<file path="src/rtl/sgc_params.svh">
// constants for the switch global control bank
`ifndef SGC_PARAMS_SVH
`define SGC_PARAMS_SVH

// register indices; byte address is four times the index
`define SGC_IDX_STORM_HI 6'h06
`define SGC_IDX_STORM_LO 6'h07
`define SGC_IDX_FTEST_1 6'h08
`define SGC_IDX_FTEST_2 6'h09
`define SGC_IDX_FTEST_3 6'h0a
`define SGC_IDX_LOOP_LED 6'h0b
`define SGC_IDX_PMAP_LO 6'h0c
`define SGC_IDX_PMAP_HI 6'h0d

// reset values
`define SGC_RST_STORM_HI 3'h0
`define SGC_RST_STORM_LO 8'h63
`define SGC_RST_FTEST_1 8'h00
`define SGC_RST_FTEST_2 8'h24
`define SGC_RST_FTEST_3 8'h35
`define SGC_RST_PMAP_LO 8'h50
`define SGC_RST_PMAP_HI 8'hfa

// loopback and led control field positions
`define SGC_LL_LED_HI 7
`define SGC_LL_RSVD 6
`define SGC_LL_ERR_DROP 5
`define SGC_LL_TEST 4
`define SGC_LL_LOOP_HI 3
`define SGC_LL_LOOP_LO 2
`define SGC_LL_LED_LO 1
`define SGC_LL_DIRECT 0
`define SGC_RST_LOOP_HI 1'b1

// storm protection
`define SGC_STORM_BLK_BYTES 64
`define SGC_PERIOD_100_MS 67
`define SGC_PERIOD_10_MS 500
`define SGC_CLK_KHZ 40000
`define SGC_PORTS 3

`endif

</file>
<file path="src/rtl/sgc_pkg.sv">
// types shared by the switch global control bank
package sgc_pkg;
   typedef enum logic [1:0] {
      SGC_LOOP_P2_COPPER,
      SGC_LOOP_P2_MAC,
      SGC_LOOP_P1_OPTICAL
   } sgc_loop_pos_e;
   typedef logic [10:0] sgc_limit_t;
   typedef logic [1:0] sgc_qpri_t;
endpackage

</file>
<file path="src/rtl/sgc_storm_if.sv">
// storm limiter hookup between the bank and the per-port counters
`timescale 1ns/100ps
interface sgc_storm_if;
   import sgc_pkg::*;
   sgc_limit_t limit;
   logic [2:0] byte_stb;
   logic [2:0] speed_10;
   logic [2:0] drop;
   modport bank (output limit, byte_stb, speed_10, input drop);
   modport storm (input limit, byte_stb, speed_10, output drop);
endinterface

</file>
<file path="src/rtl/sgc_storm.sv">
// per-port broadcast storm block counters
`timescale 1ns/100ps
`include "sgc_params.svh"
module sgc_storm #(
   parameter int unsigned PERIOD_100_CYC =
      `SGC_PERIOD_100_MS * `SGC_CLK_KHZ,
   parameter int unsigned PERIOD_10_CYC =
      `SGC_PERIOD_10_MS * `SGC_CLK_KHZ
) (
   // clock, reset, enable
   input wire logic clk_i,
   input wire logic rst_n_i,
   input wire logic ce_i,
   // bank side
   sgc_storm_if.storm st
);
   import sgc_pkg::*;
   localparam int BW = $clog2(`SGC_STORM_BLK_BYTES);

   genvar p;
   generate
      for (p = 0; p < `SGC_PORTS; p++)
      begin : g_port
         logic [24:0] tmr_q, tmr_d;
         logic [BW-1:0] byte_q, byte_d;
         logic [11:0] blk_q, blk_d;
         logic drop_q, drop_d;
         logic [24:0] last;

         // a speed change mid-period still ends the period
         always_comb
         begin
            last = st.speed_10[p] ? 25'(PERIOD_10_CYC - 1)
                                  : 25'(PERIOD_100_CYC - 1);
            tmr_d = tmr_q + 25'h1;
            byte_d = byte_q;
            blk_d = blk_q;
            if (tmr_q >= last) // [RULE4]
            begin
               tmr_d = 25'h0; // [RULE6]
               byte_d = '0;
               blk_d = 12'h0;
            end
            else if (st.byte_stb[p] && !drop_q) // [RULE3]
            begin
               byte_d = byte_q + 1'b1;
               if (byte_q == BW'(`SGC_STORM_BLK_BYTES - 1))
                  blk_d = blk_q + 12'h1;
            end
            // blocks at the limit: further data in this period is dropped
            drop_d = ({1'b0, st.limit} <= blk_d); // [RULE6]
         end

         always_ff @(posedge clk_i)
         begin
            if (!rst_n_i)
            begin
               tmr_q <= 25'h0;
               byte_q <= '0;
               blk_q <= 12'h0;
               drop_q <= 1'b0;
            end
            else if (ce_i)
            begin
               tmr_q <= tmr_d;
               byte_q <= byte_d;
               blk_q <= blk_d;
               drop_q <= drop_d;
            end
         end
         assign st.drop[p] = drop_q;
      end
   endgenerate
endmodule

</file>
<file path="src/rtl/sgc_bank.sv">
// switch global control register bank with apb slave and its consumers
`timescale 1ns/100ps
`include "sgc_params.svh"

// Summary of operation
// [RULE1] low storm limit byte is held at 0x07, joined with upper bits
// [RULE2] limit bits 10:8 come from bits 2:0 of register 0x06
// [RULE3] ingress data counted per port in 64-byte blocks, capped at limit
// [RULE4] measurement period is 67 ms at 100 Mbit/s, 500 ms at 10 Mbit/s
// [RULE5] low storm limit byte resets to 0x63
// [RULE6] block counters clear every period; excess data is dropped
// [RULE7] factory test registers reset to 0x00, 0x24, 0x35; software keeps them
// [RULE8] loopback with error drop set discards oam and errored frames
// [RULE9] loopback with error drop clear discards only oam frames
// [RULE10] loop bits 00 copper, 10 mac, x1 optical; high ignored if low set
// [RULE11] software keeps testing-mode bit 4 at zero
// [RULE12] led mode is bit 7 high, bit 1 low of loopback/led register
// [RULE13] led, error drop and low loop bits load from straps at reset
// [RULE14] bit 0 enables direct-mode forwarding from port 3
// [RULE15] tag priority value indexes two-bit queue fields in 0x0c/0x0d
// [RULE16] reset map: 0,1 to 00; 2,3 to 01; 4,5 to 10; 6,7 to 11
module sgc_bank #(
   parameter int unsigned PERIOD_100_CYC =
      `SGC_PERIOD_100_MS * `SGC_CLK_KHZ,
   parameter int unsigned PERIOD_10_CYC =
      `SGC_PERIOD_10_MS * `SGC_CLK_KHZ
) (
   // clock, reset, enable
   input wire logic clk_i,
   input wire logic rst_n_i,
   input wire logic ce_i,
   // apb slave
   input wire logic psel_i,
   input wire logic penable_i,
   input wire logic pwrite_i,
   input wire logic [7:0] paddr_i,
   input wire logic [31:0] pwdata_i,
   output logic [31:0] prdata_o,
   output logic pready_o,
   output logic pslverr_o,
   // strap levels sampled during reset
   input wire logic led_mode_sel_hi_i,
   input wire logic led_mode_sel_lo_i,
   input wire logic error_drop_strap_i,
   input wire logic loop_position_strap_i,
   // storm protection per port
   input wire logic [2:0] storm_byte_i,
   input wire logic [2:0] port_speed_10_i,
   output logic [2:0] storm_drop_o,
   // loopback frame verdict
   input wire logic loop_mode_i,
   input wire logic loop_frame_done_i,
   input wire logic loop_frame_oam_i,
   input wire logic loop_frame_err_i,
   output logic loop_forward_o,
   output logic loop_discard_o,
   // static controls
   output sgc_pkg::sgc_loop_pos_e loop_pos_o,
   output logic [1:0] led_mode_o,
   output logic direct_fwd_en_o,
   // 802.1p priority lookup
   input wire logic tag_valid_i,
   input wire logic [2:0] tag_pri_i,
   output sgc_pkg::sgc_qpri_t queue_pri_o,
   output logic queue_pri_valid_o
);
   import sgc_pkg::*;

   // register file
   logic [2:0] storm_hi_q, storm_hi_d;
   logic [7:0] storm_lo_q, storm_lo_d;
   logic [7:0] ftest1_q, ftest1_d;
   logic [7:0] ftest2_q, ftest2_d;
   logic [7:0] ftest3_q, ftest3_d;
   logic [7:0] loop_led_q, loop_led_d;
   logic [7:0] pmap_lo_q, pmap_lo_d;
   logic [7:0] pmap_hi_q, pmap_hi_d;

   // apb slave state
   logic [31:0] prdata_q, prdata_d;
   logic pready_q, pready_d;
   logic pslverr_q, pslverr_d;

   logic [5:0] idx;
   logic aligned;
   logic hit;
   logic setup;
   logic wr_en;
   logic [7:0] rd_byte;
   logic [7:0] wbyte;

   assign idx = paddr_i[7:2];
   assign aligned = (paddr_i[1:0] == 2'b00);
   assign setup = psel_i && !penable_i;
   assign wbyte = pwdata_i[7:0];

   // decode and read mux
   always_comb
   begin
      hit = aligned;
      rd_byte = 8'h00;
      unique case (idx)
         `SGC_IDX_STORM_HI: rd_byte = {5'h00, storm_hi_q};
         `SGC_IDX_STORM_LO: rd_byte = storm_lo_q;
         `SGC_IDX_FTEST_1: rd_byte = ftest1_q;
         `SGC_IDX_FTEST_2: rd_byte = ftest2_q;
         `SGC_IDX_FTEST_3: rd_byte = ftest3_q;
         `SGC_IDX_LOOP_LED: rd_byte = loop_led_q;
         `SGC_IDX_PMAP_LO: rd_byte = pmap_lo_q;
         `SGC_IDX_PMAP_HI: rd_byte = pmap_hi_q;
         default: hit = 1'b0;
      endcase
   end

   // a write commits only at the access edge that also sees pready high
   assign wr_en = psel_i && penable_i && pready_q && pwrite_i && !pslverr_q;

   // no wait state: answer is prepared during setup, shown in the first access cycle
   always_comb
   begin
      pready_d = setup;
      pslverr_d = setup && !hit;
      prdata_d = prdata_q;
      if (setup)
         prdata_d = (hit && !pwrite_i) ? {24'h0, rd_byte} : 32'h0;
      else if (psel_i && penable_i && pready_q)
         prdata_d = 32'h0;
   end

   always_ff @(posedge clk_i)
   begin
      if (!rst_n_i)
      begin
         prdata_q <= 32'h0;
         pready_q <= 1'b0;
         pslverr_q <= 1'b0;
      end
      else if (ce_i)
      begin
         prdata_q <= prdata_d;
         pready_q <= pready_d;
         pslverr_q <= pslverr_d;
      end
   end

   assign prdata_o = prdata_q;
   assign pready_o = pready_q;
   assign pslverr_o = pslverr_q;

   // register writes
   always_comb
   begin
      storm_hi_d = storm_hi_q;
      storm_lo_d = storm_lo_q;
      ftest1_d = ftest1_q;
      ftest2_d = ftest2_q;
      ftest3_d = ftest3_q;
      loop_led_d = loop_led_q;
      pmap_lo_d = pmap_lo_q;
      pmap_hi_d = pmap_hi_q;
      if (wr_en)
      begin
         unique case (idx)
            `SGC_IDX_STORM_HI: storm_hi_d = wbyte[2:0]; // [RULE2]
            `SGC_IDX_STORM_LO: storm_lo_d = wbyte; // [RULE1]
            // stored as written; normal firmware leaves the defaults
            `SGC_IDX_FTEST_1: ftest1_d = wbyte; // [RULE7]
            `SGC_IDX_FTEST_2: ftest2_d = wbyte; // [RULE7]
            `SGC_IDX_FTEST_3: ftest3_d = wbyte; // [RULE7]
            // the testing-mode bit is kept but drives nothing here
            `SGC_IDX_LOOP_LED: loop_led_d = wbyte; // [RULE11]
            `SGC_IDX_PMAP_LO: pmap_lo_d = wbyte;
            `SGC_IDX_PMAP_HI: pmap_hi_d = wbyte;
            default: ;
         endcase
      end
   end

   // reset image of the loopback/led register follows the straps
   logic [7:0] loop_led_rst;
   always_comb
   begin
      loop_led_rst = 8'h00;
      loop_led_rst[`SGC_LL_LED_HI] = led_mode_sel_hi_i; // [RULE13]
      loop_led_rst[`SGC_LL_ERR_DROP] = error_drop_strap_i; // [RULE13]
      loop_led_rst[`SGC_LL_LOOP_HI] = `SGC_RST_LOOP_HI;
      loop_led_rst[`SGC_LL_LOOP_LO] = loop_position_strap_i; // [RULE13]
      loop_led_rst[`SGC_LL_LED_LO] = led_mode_sel_lo_i; // [RULE13]
   end

   // reset is synchronous, so straps are caught on the reset edges
   always_ff @(posedge clk_i)
   begin
      if (!rst_n_i)
      begin
         storm_hi_q <= `SGC_RST_STORM_HI;
         storm_lo_q <= `SGC_RST_STORM_LO; // [RULE5]
         ftest1_q <= `SGC_RST_FTEST_1; // [RULE7]
         ftest2_q <= `SGC_RST_FTEST_2; // [RULE7]
         ftest3_q <= `SGC_RST_FTEST_3; // [RULE7]
         loop_led_q <= loop_led_rst; // [RULE13]
         pmap_lo_q <= `SGC_RST_PMAP_LO; // [RULE16]
         pmap_hi_q <= `SGC_RST_PMAP_HI; // [RULE16]
      end
      else if (ce_i)
      begin
         storm_hi_q <= storm_hi_d;
         storm_lo_q <= storm_lo_d;
         ftest1_q <= ftest1_d;
         ftest2_q <= ftest2_d;
         ftest3_q <= ftest3_d;
         loop_led_q <= loop_led_d;
         pmap_lo_q <= pmap_lo_d;
         pmap_hi_q <= pmap_hi_d;
      end
   end

   // storm limiter
   sgc_storm_if st_if ();

   assign st_if.limit = {storm_hi_q, storm_lo_q}; // [RULE1] [RULE2]
   assign st_if.byte_stb = storm_byte_i;
   assign st_if.speed_10 = port_speed_10_i;
   assign storm_drop_o = st_if.drop;

   sgc_storm #(
      .PERIOD_100_CYC(PERIOD_100_CYC),
      .PERIOD_10_CYC(PERIOD_10_CYC)
   ) u_storm (
      .clk_i(clk_i),
      .rst_n_i(rst_n_i),
      .ce_i(ce_i),
      .st(st_if.storm)
   );

   // static controls
   sgc_loop_pos_e loop_pos_q, loop_pos_d;
   logic [1:0] led_mode_q, led_mode_d;
   logic direct_q, direct_d;

   always_comb
   begin
      // low bit set overrides the high bit
      if (loop_led_q[`SGC_LL_LOOP_LO]) // [RULE10]
         loop_pos_d = SGC_LOOP_P1_OPTICAL;
      else if (loop_led_q[`SGC_LL_LOOP_HI])
         loop_pos_d = SGC_LOOP_P2_MAC;
      else
         loop_pos_d = SGC_LOOP_P2_COPPER;
      led_mode_d = {loop_led_q[`SGC_LL_LED_HI],
                    loop_led_q[`SGC_LL_LED_LO]}; // [RULE12]
      direct_d = loop_led_q[`SGC_LL_DIRECT]; // [RULE14]
   end

   always_ff @(posedge clk_i)
   begin
      if (!rst_n_i)
      begin
         loop_pos_q <= SGC_LOOP_P2_COPPER;
         led_mode_q <= 2'b00;
         direct_q <= 1'b0;
      end
      else if (ce_i)
      begin
         loop_pos_q <= loop_pos_d;
         led_mode_q <= led_mode_d;
         direct_q <= direct_d;
      end
   end

   assign loop_pos_o = loop_pos_q;
   assign led_mode_o = led_mode_q;
   assign direct_fwd_en_o = direct_q;

   // loopback frame verdict
   logic fwd_q, fwd_d;
   logic disc_q, disc_d;
   logic bad;

   // errored frames count as bad only while error drop is set
   assign bad = loop_frame_oam_i ||
                (loop_led_q[`SGC_LL_ERR_DROP] && loop_frame_err_i);

   always_comb
   begin
      fwd_d = 1'b0;
      disc_d = 1'b0;
      if (loop_mode_i && loop_frame_done_i)
      begin
         disc_d = bad; // [RULE8] [RULE9]
         fwd_d = !bad; // [RULE8] [RULE9]
      end
   end

   always_ff @(posedge clk_i)
   begin
      if (!rst_n_i)
      begin
         fwd_q <= 1'b0;
         disc_q <= 1'b0;
      end
      else if (ce_i)
      begin
         fwd_q <= fwd_d;
         disc_q <= disc_d;
      end
   end

   assign loop_forward_o = fwd_q;
   assign loop_discard_o = disc_q;

   // priority lookup
   sgc_qpri_t qpri_q, qpri_d;
   logic qval_q, qval_d;
   logic [15:0] pmap;

   assign pmap = {pmap_hi_q, pmap_lo_q};

   always_comb
   begin
      qval_d = tag_valid_i;
      qpri_d = qpri_q;
      if (tag_valid_i)
         qpri_d = pmap[{tag_pri_i, 1'b0} +: 2]; // [RULE15]
   end

   always_ff @(posedge clk_i)
   begin
      if (!rst_n_i)
      begin
         qpri_q <= 2'b00;
         qval_q <= 1'b0;
      end
      else if (ce_i)
      begin
         qpri_q <= qpri_d;
         qval_q <= qval_d;
      end
   end

   assign queue_pri_o = qpri_q;
   assign queue_pri_valid_o = qval_q;

endmodule

</file>
<file path="config.mk">
export PLATFORM = sky130hd
export DESIGN_NAME = sgc_bank
export DESIGN_NICKNAME = d
export VERILOG_FILES = /design/src/rtl/sgc_pkg.sv /design/src/rtl/sgc_storm_if.sv /design/src/rtl/sgc_storm.sv /design/src/rtl/sgc_bank.sv
export VERILOG_INCLUDE_DIRS = /design/src /design/src/rtl
export SDC_FILE = /design/constraint.sdc
export NUM_CORES = 1
export LEC_CHECK = 0
export BUFFER_PORTS_ARGS = -buffer_cell sky130_fd_sc_hd__buf_2
export CORE_AREA = 10 10 164 166
export CTS_CLUSTER_DIAMETER = 40
export CTS_CLUSTER_SIZE = 25
export DETAILED_ROUTE_END_ITERATION = 7
export DIE_AREA = 0 0 174 176
export PLACE_DENSITY = 0.69
export SLEW_MARGIN = 25
export SYNTH_ARGS = -nofsm -noshare
export SYNTH_HDL_FRONTEND = slang
export SYNTH_HIERARCHICAL = 1
export SYNTH_SLANG_ARGS = --single-unit
</file>
<file path="constraint.sdc">
create_clock -name clk_i -period 4.86 [get_ports clk_i]
set_input_delay 0.729 -clock clk_i [delete_from_list [all_inputs] [get_ports clk_i]]
set_output_delay 0.729 -clock clk_i [all_outputs]
set_load 0.05 [all_outputs]
</file>
==> results by group <==
Floorplanning
  • Die Ht: roughly 180 um
  • Rows: 57
  • Num ports: between 100 and 150
  • Die area: 30,600 sq um
  • Total core area: 23,800 sq um
  • Initial Util: 49.6%
  • Die X: about 170 um

Clocking
  • # hold bufs at CTS: 0
  • Clk Latency, worst-skew pair: 0.51 ns
  • Clk sink count: 211
  • CTS tree: built
  • Post-CTS Repair Setup Buffers: 0
  • CTS resizes: 0
  • TritonCTS Buffers: 37
  • Htree depth: 2
  • Clk buf depth: 3
  • Clock Pin Slew Worst Setup and Hold Paths: 0.06 ns
  • CTS Root Cell: clkbuf_16

GRT
  • Antenna violations before repair: 1
  • Vias in the first global route: 9,430
  • Pin count of the biggest net entering global routing: 61
  • First-pass GRT wire length: 45.9 mm
  • Gr usage total: 17.3%
  • Gr ovfl total: 0

Cells and area
  • Share of cells above drive strength 1: 13.4%
  • Nets: 1,533
  • Antenna fix cells: 0
  • Fin area: roughly 14,000 sq um
  • Number of fill cells: 2,150
  • Area Growth Syn to Fin: 15.7%
  • Post-layout util: 57.3%
  • Commonest non-fill, non-tap cell in the layout: dfxtp_1
  • Most frequent cells in the layout: dfxtp_1 (207), nor2_1 (191), nand2_1 (131)

Worst setup path
  • Critical path class: in -> reg
  • Setup crit end kind: flop
  • Critical Path RT: 5.22 ns
  • Crit-path max FO: 15
  • Startpoint types: input pin
  • WP data arrival: between 4 and 5 ns

Power and ir drop
  • Clock network power share: 58.2%
  • Switching share of power: 23.2%
  • Internal Power: 3.71 mW
  • IR drop worst, VDD: between 0.0002 and 0.00025 V
  • Power share of the combinational group: 5.1%
  • Total power: just under 5 mW
  • PwrDens: 354 nW/um^2
  • Net Sw Power: 1.12 mW
  • Sequential share of power: a little over a third
  • P_leak: 5.23 nW

Synthesis
  • Post-synth EDFFs: 4
  • Sequential-to-total area share from yosys stat: 36.1%
  • Adder-cell share of the synthesized area: between 6 and 7%
  • Ys flop type: dfxtp_1
  • Simple-gate share of the synthesized area: 24.1%
  • Mapped Cells: about 1,300
  • Ys Warns: 6
  • Compound-cell area share of the yosys netlist: between 10% and 20%
  • Asr flop ratio synth: 0%
  • Post-Syn Area: 11,800 sq um
  • Mean Syn Cell Area: 8.76 sq um
  • Register bit total from synthesis: around 210
  • Xor/xnor share of the synthesized area: under 10%
  • Combinational family with the most area after synthesis: simple AND/OR/NAND/NOR gates
  • Mux contribution to synthesized area: 8.02%
  • Distinct cells, synth: 77

Routing
  • Drt drc: 0
  • First-pass DRT Iterations: 5
  • Top Layer Used: met5
  • Vias post-DR: 9,710
  • DRT iter0 DRCs: about 540
  • Total Wirelength: about 27 mm
  • Post-DRT Antenna Nets: 0
  • Detailed-route wire length per cell: 15.4 um
  • WL met2: 12.4 mm
  • Routed wire length on met3: 1.49 mm
  • Routed length on met1: 12.6 mm
  • Via density: roughly 5.5

STA
  • Max_slew headroom: roughly 38%
  • Setup violations, final: 0
  • Final worst path period need: 3.84 ns
  • Hold Fails Final Rpt: 0
  • Final Cycle Share: between 70% and 80%
  • Fmax: 0.260 GHz
  • Least-Margin Pin Slew: 0.929 ns
  • Total negative slack: 0 ns
  • RSZ-0062 raised after global routing: false
  • Pins Over Slew Limit: 0
  • Layout Skew: 0.0225 ns

Placed design
  • HPWL after detailed placement: 18.6 mm
  • Placer Congestion: 0.857
  • Dpl cell area: 12,300 sq um
  • Port bufs: 62

Job
  • Max_cap viols: 0

Status
  • Status: finished clean

Hold path
  • Min-Delay Path Class: reg -> reg
-- path summary, 6_finish.rpt --
check | startpoint | end | slack [ns] | cells past startpoint
max | port_speed_10_i[0] | u_storm/g_port[0].drop_q$_SDFFE_PN0P_ | 1.02 | 16
min | ftest3_q[1]$_SDFFE_PN0P_ | ftest3_q[1]$_SDFFE_PN0P_ | 0.46 | 2
max reg2reg | u_storm/g_port[0].tmr_q[15]$_SDFFE_PN0P_ | u_storm/g_port[0].drop_q$_SDFFE_PN0P_ | 1.15 | 14
min reg2reg | ftest3_q[1]$_SDFFE_PN0P_ | ftest3_q[1]$_SDFFE_PN0P_ | 0.46 | 2
-- layer usage --
layer | vias up | track usage [%]
li1 | 4872 | -
met4 | 2 | 5.91
met2 | 220 | 28.1
met1 | 4563 | 22.6
met5 | - | 0
met3 | 53 | 3.72
-- cell families (layout without fill, tap and decap cells) --
group / count (synthesis) / count (layout)
simple gates: 569 / 569
compound gates: 190 / 190
buf+inv: 103 / 164
flops: 211 / 211
xor+xnor: 128 / 128
mux: 79 / 79
other cells: 1 / 24
fa+ha+maj: 66 / 66
-- power groups by stage --
stage | sequential, mW | combinational, mW | clock (mW)
finish | 1.77 | 0.249 | 2.81
global route | 1.77 | 0.272 | 2.95
CTS | 1.77 | 0.249 | 2.88
detailed placement | 1.80 | 0.248 | 0
global placement | 1.80 | 0.244 | 0
floorplan | 1.82 | 0.180 | 0
-- worst max-delay path, cell delays in order --
cell	delay, ns
buf_2	0.12
inv_1	0.11
ha_1	0.37
o21ai_0	0.09
o211ai_1	0.11
a211o_1	0.30
o221ai_2	0.58
nand2_1	0.12
ha_1	0.33
nor2b_1	0.13
o211ai_1	0.09
a31oi_1	0.19
a211o_1	0.12
a31oi_1	0.07
a2111oi_0	0.64
nor2_1	0.09
-- through the flow --
| stage | setup slack, ns | cells | hold slack (ns) |
|---|---|---|---|
| after floorplan | 1.27 | 1370 | 0.432 |
| after global placement | 0.506 | 1688 | 0.439 |
| after detailed placement | 0.484 | 1688 | 0.448 |
| after CTS | 1.00 | 1755 | 0.456 |
| after global routing | 0.763 | 1755 | 0.469 |
| final | 1.02 | 1755 | 0.456 |
-- cell usage after synthesis, types with 13 or more instances --
cell type	count	area (sq um)
a21oi_1	47	235
and3_1	26	163
buf_2	15	75.1
buf_4	27	203
clkbuf_1	39	146
dfxtp_1	207	4140
ha_1	66	826
inv_1	17	63.8
mux2i_1	62	621
nand2_1	131	492
nand3_1	67	335
nand4_1	40	250
nor2_1	191	717
nor2b_1	13	81.3
nor3_1	22	110
o21ai_0	41	205
xnor2_1	56	490
xor2_1	72	631
-- area by class of cell --
cell class	count	area (sq um)	share of cell area (%)
clock inverters	24	343	2.51
multi-input cells	1056	7120	52.1
clock buffers	43	1020	7.47
well taps	324	405	2.97
flip-flops and latches	211	4260	31.2
inverters	18	67.6	0.495
repair buffers	79	438	3.21
-- flip-flops by register name, summed over array words and instances, names as in the netlist, 3 cells and up --
name / cells
storm_lo_q: 8
storm_hi_q: 3
u_storm/g_port.tmr_q: 75
ftest3_q: 8
prdata_o: 8
u_storm/g_port.byte_q: 18
ftest2_q: 8
u_storm/g_port.blk_q: 36
loop_led_q: 8
pmap_lo_q: 8
ftest1_q: 8
pmap_hi_q: 8
u_storm/g_port.drop_q: 3
Power figures use the tool's default switching activity.
